## src/common/cfe_pkg.sv

```systemverilog
// package of constants and types for the codec front end
package cfe_pkg;
	// ----------------------------------------
	// code bus
	// ----------------------------------------
	localparam int CODE_W = 8;
	localparam logic [1:0] BUF_DEPTH = 2'h2;
	// bytes of free room below which hold is raised in compression
	localparam logic [7:0] HOLD_ROOM_MIN = 8'h03;
	// bytes of fill below which hold is raised in decompression
	localparam logic [7:0] HOLD_FILL_MIN = 8'h03;
	// ----------------------------------------
	// codec command
	// ----------------------------------------
	localparam logic [9:0] LAUNCH_ADDR = 10'h000;
	localparam logic [7:0] RESET_BYTE = 8'h00;
	// ----------------------------------------
	// launch states
	// ----------------------------------------
	typedef enum logic [2:0] {
		CFE_L_IDLE = 3'b001,
		CFE_L_REQ = 3'b010,
		CFE_L_WAIT = 3'b100
	} cfe_launch_t;
endpackage

```

## src/verilog/cfe_front_end.sv

```systemverilog
// codec front end: code bus byte mover, hold flow control, launch and field done
`timescale 1ns/1ps
module cfe_front_end (
	input wire logic clk,
	input wire logic reset,
	// mode
	input wire logic decompress_mode,
	// code bus pins
	input wire logic double_rate_video_clock,
	input wire logic codec_cycle_select_n,
	input wire logic [7:0] code_in,
	output logic [7:0] code_out,
	output logic code_oe_n,
	output logic codec_hold_n,
	input wire logic codec_end_n,
	// code fifo, compression direction
	output logic [7:0] push_data,
	output logic push_valid,
	input wire logic push_ready,
	input wire logic [7:0] fifo_room,
	// code fifo, decompression direction
	input wire logic [7:0] pop_data,
	input wire logic pop_valid,
	output logic pop_ready,
	input wire logic [7:0] fifo_fill,
	// field done flag
	output logic field_done_latched,
	input wire logic field_done_clear,
	// launch control
	input wire logic launch_enable,
	input wire logic launch_request,
	input wire logic [2:0] launch_guest_select,
	input wire logic [2:0] launch_guest_register,
	// guest write request to the guest bus master
	output logic guest_wr_valid,
	input wire logic guest_wr_ready,
	output logic [2:0] guest_wr_select,
	output logic [2:0] guest_wr_register,
	output logic [1:0] guest_addr_lines,
	output logic [7:0] guest_data_bus
);
	// ----------------------------------------
	// pin synchronisers
	// ----------------------------------------
	logic [1:0] vclk_sync_reg;
	logic [1:0] cs_sync_reg;
	logic [1:0] end_sync_reg;
	logic [7:0] data_sync1_reg;
	logic [7:0] data_sync2_reg;
	logic vclk_prev_reg;
	logic rise;
	always_ff @(posedge clk or posedge reset) begin
		if (reset) begin
			vclk_sync_reg <= 2'h0;
			cs_sync_reg <= 2'h3;
			end_sync_reg <= 2'h3;
			data_sync1_reg <= cfe_pkg::RESET_BYTE;
			data_sync2_reg <= cfe_pkg::RESET_BYTE;
			vclk_prev_reg <= 1'b0;
		end else begin
			vclk_sync_reg <= {vclk_sync_reg[0], double_rate_video_clock};
			cs_sync_reg <= {cs_sync_reg[0], codec_cycle_select_n};
			end_sync_reg <= {end_sync_reg[0], codec_end_n};
			data_sync1_reg <= code_in;
			data_sync2_reg <= data_sync1_reg;
			vclk_prev_reg <= vclk_sync_reg[1];
		end
	end
	// rising edge of the link clock, seen in the clk domain
	assign rise = vclk_sync_reg[1] & ~vclk_prev_reg;
	// ----------------------------------------
	// two-entry buffer in the data path
	// ----------------------------------------
	logic [7:0] buf_mem [0:1];
	logic buf_wptr_reg;
	logic buf_rptr_reg;
	logic [1:0] buf_count_reg;
	logic buf_in_valid;
	logic [7:0] buf_in_data;
	logic buf_in_ready;
	logic buf_out_valid;
	logic buf_out_ready;
	logic cap;
	logic take;
	assign buf_in_ready = (buf_count_reg != cfe_pkg::BUF_DEPTH);
	assign buf_out_valid = (buf_count_reg != 2'h0);
	// compression capture: rising edge while cycle select active
	assign cap = ~decompress_mode & rise & ~cs_sync_reg[1];
	// decompression: one byte per link clock rising edge while select active
	assign take = decompress_mode & rise & ~cs_sync_reg[1];
	assign buf_in_valid = decompress_mode ? (pop_valid & pop_ready) : cap;
	assign buf_in_data = decompress_mode ? pop_data : data_sync2_reg;
	// in compression pop only on the cycle that launches a push pulse, in decompression on take, so no byte is skipped
	assign buf_out_ready = decompress_mode ? take : (push_ready & ~push_valid);
	always_ff @(posedge clk) begin
		if (buf_in_valid && buf_in_ready) begin
			buf_mem[buf_wptr_reg] <= buf_in_data;
		end
	end
	always_ff @(posedge clk or posedge reset) begin
		if (reset) begin
			buf_wptr_reg <= 1'b0;
			buf_rptr_reg <= 1'b0;
			buf_count_reg <= 2'h0;
		end else begin
			if (buf_in_valid && buf_in_ready) begin
				buf_wptr_reg <= ~buf_wptr_reg;
			end
			if (buf_out_valid && buf_out_ready) begin
				buf_rptr_reg <= ~buf_rptr_reg;
			end
			buf_count_reg <= buf_count_reg + {1'b0, buf_in_valid & buf_in_ready}
				- {1'b0, buf_out_valid & buf_out_ready};
		end
	end
	// ----------------------------------------
	// fifo side and bus drive
	// ----------------------------------------
	always_ff @(posedge clk or posedge reset) begin
		if (reset) begin
			push_valid <= 1'b0;
			push_data <= cfe_pkg::RESET_BYTE;
			pop_ready <= 1'b0;
			code_out <= cfe_pkg::RESET_BYTE;
			code_oe_n <= 1'b1;
		end else begin
			// single pulse per byte toward the fifo
			push_valid <= ~decompress_mode & buf_out_valid & push_ready & ~push_valid;
			if (~decompress_mode && buf_out_valid) begin
				push_data <= buf_mem[buf_rptr_reg];
			end
			pop_ready <= decompress_mode & (buf_count_reg == 2'h0) & ~pop_ready;
			// drivers on only while select active in decompression
			code_oe_n <= ~(decompress_mode & ~cs_sync_reg[1]);
			if (take && buf_out_valid) begin
				code_out <= buf_mem[buf_rptr_reg];
			end
		end
	end
	// ----------------------------------------
	// hold flow control
	// ----------------------------------------
	logic hold_next;
	always_comb begin
		if (decompress_mode) begin
			hold_next = (fifo_fill < cfe_pkg::HOLD_FILL_MIN);
		end else begin
			hold_next = (fifo_room < cfe_pkg::HOLD_ROOM_MIN) | ~buf_in_ready;
		end
	end
	// margin of several bytes covers the lookahead the codec uses
	always_ff @(posedge clk or posedge reset) begin
		if (reset) begin
			codec_hold_n <= 1'b0;
		end else begin
			codec_hold_n <= ~hold_next;
		end
	end
	// ----------------------------------------
	// field done latch
	// ----------------------------------------
	always_ff @(posedge clk or posedge reset) begin
		if (reset) begin
			field_done_latched <= 1'b0;
		end else if (~end_sync_reg[1]) begin
			field_done_latched <= 1'b1;
		end else if (field_done_clear) begin
			field_done_latched <= 1'b0;
		end
	end
	// ----------------------------------------
	// automatic launch
	// ----------------------------------------
	cfe_pkg::cfe_launch_t launch_reg;
	logic pending_reg;
	always_ff @(posedge clk or posedge reset) begin
		if (reset) begin
			pending_reg <= 1'b0;
		end else if (launch_request) begin
			pending_reg <= 1'b1;
		end else if (launch_reg == cfe_pkg::CFE_L_REQ && guest_wr_ready) begin
			pending_reg <= 1'b0;
		end
	end
	always_ff @(posedge clk or posedge reset) begin
		if (reset) begin
			launch_reg <= cfe_pkg::CFE_L_IDLE;
			guest_wr_valid <= 1'b0;
			guest_wr_select <= 3'h0;
			guest_wr_register <= 3'h0;
			guest_addr_lines <= 2'h0;
			guest_data_bus <= cfe_pkg::RESET_BYTE;
		end else begin
			case (launch_reg)
				cfe_pkg::CFE_L_IDLE: begin
					if (pending_reg && launch_enable) begin
						guest_wr_valid <= 1'b1;
						guest_wr_select <= launch_guest_select;
						guest_wr_register <= launch_guest_register;
						guest_addr_lines <= cfe_pkg::LAUNCH_ADDR[9:8];
						guest_data_bus <= cfe_pkg::LAUNCH_ADDR[7:0];
						launch_reg <= cfe_pkg::CFE_L_REQ;
					end
				end
				cfe_pkg::CFE_L_REQ: begin
					if (guest_wr_ready) begin
						guest_wr_valid <= 1'b0;
						launch_reg <= cfe_pkg::CFE_L_WAIT;
					end
				end
				cfe_pkg::CFE_L_WAIT: begin
					launch_reg <= cfe_pkg::CFE_L_IDLE;
				end
				default: begin
					guest_wr_valid <= 1'b0;
					launch_reg <= cfe_pkg::CFE_L_IDLE;
				end
			endcase
		end
	end
endmodule
```

## config.mk

```make
export PLATFORM = sky130hd
export DESIGN_NAME = cfe_front_end
export DESIGN_NICKNAME = d
export VERILOG_FILES = /design/src/common/cfe_pkg.sv /design/src/verilog/cfe_front_end.sv
export SDC_FILE = /design/constraint.sdc
export NUM_CORES = 1
export LEC_CHECK = 0
export BUFFER_PORTS_ARGS = -buffer_cell sky130_fd_sc_hd__buf_2
export CAP_MARGIN = 30
export CORE_MARGIN = 5
export CORE_UTILIZATION = 42
export DETAILED_ROUTE_END_ITERATION = 12
export HOLD_SLACK_MARGIN = 0.1
export PLACE_DENSITY_LB_ADDON = 0.25
export SYNTH_ARGS = -nofsm -noshare
export SYNTH_HDL_FRONTEND = slang
export SYNTH_SLANG_ARGS = --single-unit
export TNS_END_PERCENT = 30
```

## constraint.sdc

```tcl
create_clock -name clk -period 2.9 [get_ports clk]
set_clock_uncertainty 0.05 [all_clocks]
set_input_delay 0.29 -clock clk [delete_from_list [all_inputs] [get_ports clk]]
set_output_delay 0.29 -clock clk [all_outputs]
set_load 0.02 [all_outputs]
```

==> metrics <==
Worst EP required=3110 ps; Die Y=91.9 µm; DRC viols=0; Biggest register=buf_mem; Hold Vio Cnt, Final=0; Largest register FFs=16; Crit. End Element=register; internal power=2130 µW; via count=1732; Sw Pwr=1090 µW; setup repair after global routing missed its margin=false; layout cell share with drive strength beyond 1=0.400; DIE WIDTH=91.9 µm; combinational share of power=0.287; total power=3220 µW; Startpoint Class=register; Post-Route WL=4.96 mm; synth top area cells=dfrtp_1 47%, edfxtp_1 17%, dfstp_2 5.6%; gr ovfl total=0; row count=29; Final Max Slew Viols=0; placed insts=342; post-DP HPWL=3.78 mm; clock share of power=0.243; Antenna Nets Post-Route=0; PwrDens=902 mW/mm²; post-synth top area share=0.471; htree depth=3; postcts setup bufs=0; Initial DRC Count=45; CTS tree=built; worst setup path category=register to register; CTS clk-pin slew, worst paths=80 ps; asr flop ratio synth=0.787; hold slack=129 ps; Vias/cell=4.66; cell with the most instances after synthesis=dfrtp_1; Num Clock Sinks=75; Synth Cell Area=0.00281 mm²; Starting Density=0.438; dominant cell type by area after synthesis=dfrtp_1; Worst-Margin Slew=616 ps; first-pass iteration count of the detailed router=4; max_slew headroom=0.587; full die area=0.00844 mm²; Sw Share=0.337; Maximum Capacitance Violations=0; initial antenna violation count=0; Max rail drop VDD=0.000356 V; top_reg_cell synth=dfrtp_1; Commonest cells post-synth=53 x dfrtp_1, 19 x o21ai_0, 16 x edfxtp_1; Cells after Synth=194; Hold WC Path Type=input pin to register; IO Count=88; clk_lat worst skew=330 ps; first-pass GRT wire length=8.53 mm; non-filler instance count after layout=372; #FFs+latches synth=75; fmax=479 MHz; PortBufs=77; vias in the first global route=1818; CORE AREA=0.00642 mm²; area grow syn2layout=26.8%; Crit path arrival time=2300 ps; Ys Warns=0; status=finished clean; Final TNS setup=0 ps; period utilization=0.720; Total GRT Usage=0.130; post-synth cell types=41; Final #Nets=342; Finish-stage setup viols=0; EDFF count, synth=16; WL/cell=13.3 µm; Clock Path Buffers=2; Period minus WS final=2090 ps; fin util=0.555; Synth Area per Inst=14.5 µm²; gpl congestion=0.731; Antenna Cells=0; worst-path fanout max=18; Root Buffer=clkbuf_8; Leak=0.00166 µW; part of the power in registers=0.470; TritonCTS buffer count=9; Seq/Total Area, Yosys=0.698; largest net degree at the start of global routing=34
## metal layers
metal,vias to the layer above,part of all wire,track usage
met3,10,0.061,0.0295
met5,-,0,0
met1,816,0.45,0.173
met4,0,0.027,0.0743
li1,852,-,-
met2,54,0.47,0.195
## cells in the final DEF (no fill, tap or decap), types with 2 or more instances in the layout
| master | count |
|---|---|
| a21oi_1 | 2 |
| a2bb2oi_1 | 2 |
| buf_2 | 77 |
| clkbuf_8 | 9 |
| clkinvlp_4 | 2 |
| conb_1 | 10 |
| dfrtp_1 | 53 |
| dfstp_2 | 6 |
| dlygate4sd3_1 | 14 |
| edfxtp_1 | 16 |
| ha_1 | 2 |
| inv_1 | 6 |
| inv_6 | 2 |
| mux2_2 | 8 |
| mux2_4 | 6 |
| mux2i_1 | 8 |
| nand2_1 | 11 |
| nand2b_1 | 2 |
| nor2_1 | 3 |
| nor3_1 | 2 |
| nor4b_1 | 2 |
| o21ai_0 | 19 |
| o21ai_1 | 8 |
| xnor2_1 | 3 |
## through the flow
stage                     cell area, µm²  worst slack, ps
final                               3570              812
after global routing                3570              640
after CTS                           3570              787
after detailed placement            3230              803
after global placement              3230              849
after floorplan                     2850             1100
## cell families after synthesis
logic type,count (synthesis),synth area share
mux,22,0.0925
other cells,1,0.00133
fa+ha+maj,2,0.00889
simple gates,30,0.0600
xor+xnor,4,0.0125
compound gates,37,0.0783
flops,75,0.698
buf+inv,23,0.0485
## critical path: stages (launching register included)
cell and delay (ps):
dfrtp_1 440, o21bai_2 530, o32ai_2 180, ha_1 310, inv_1 40, ha_1 170, xnor2_1 160, xnor2_1 130
## worst paths after layout
check	from	end	slack (ps)	cells after the start
setup reg to reg	buf_count_reg[1]	buf_count_reg[1]	810	7
min in group asynchronous	reset	guest_wr_register[2]	500	3
hold reg to reg	data_sync1_reg[4]	data_sync2_reg[4]	300	0
hold / removal	guest_wr_ready	launch_reg[1]	130	2
setup / recovery	buf_count_reg[1]	buf_count_reg[1]	810	7
max in group asynchronous	reset	code_oe_n	1460	4
## repair_timing
action                    CTS  global route
hold buffers               14             0
resized for setup           0             0
hold endpoints to repair   37             0
## power groups by stage
stage | sequential [µW] | combinational (µW) | clock, µW
final | 1510 | 923 | 781
after global routing | 1550 | 1020 | 859
after CTS | 1520 | 942 | 811
after detailed placement | 1530 | 928 | 0
after global placement | 1530 | 910 | 0
after floorplan | 1690 | 461 | 0
## final cells by class
class / instances / area [µm²]
clock buffer: 9 / 124
clock inverter: 7 / 76.3
fill: 552 / 2860
inverter: 7 / 26.3
multi-input combinational: 105 / 747
sequential: 75 / 1960
tap: 77 / 96.3
timing repair buffer: 92 / 533
Note: power is estimated with default switching activity, not from simulation.
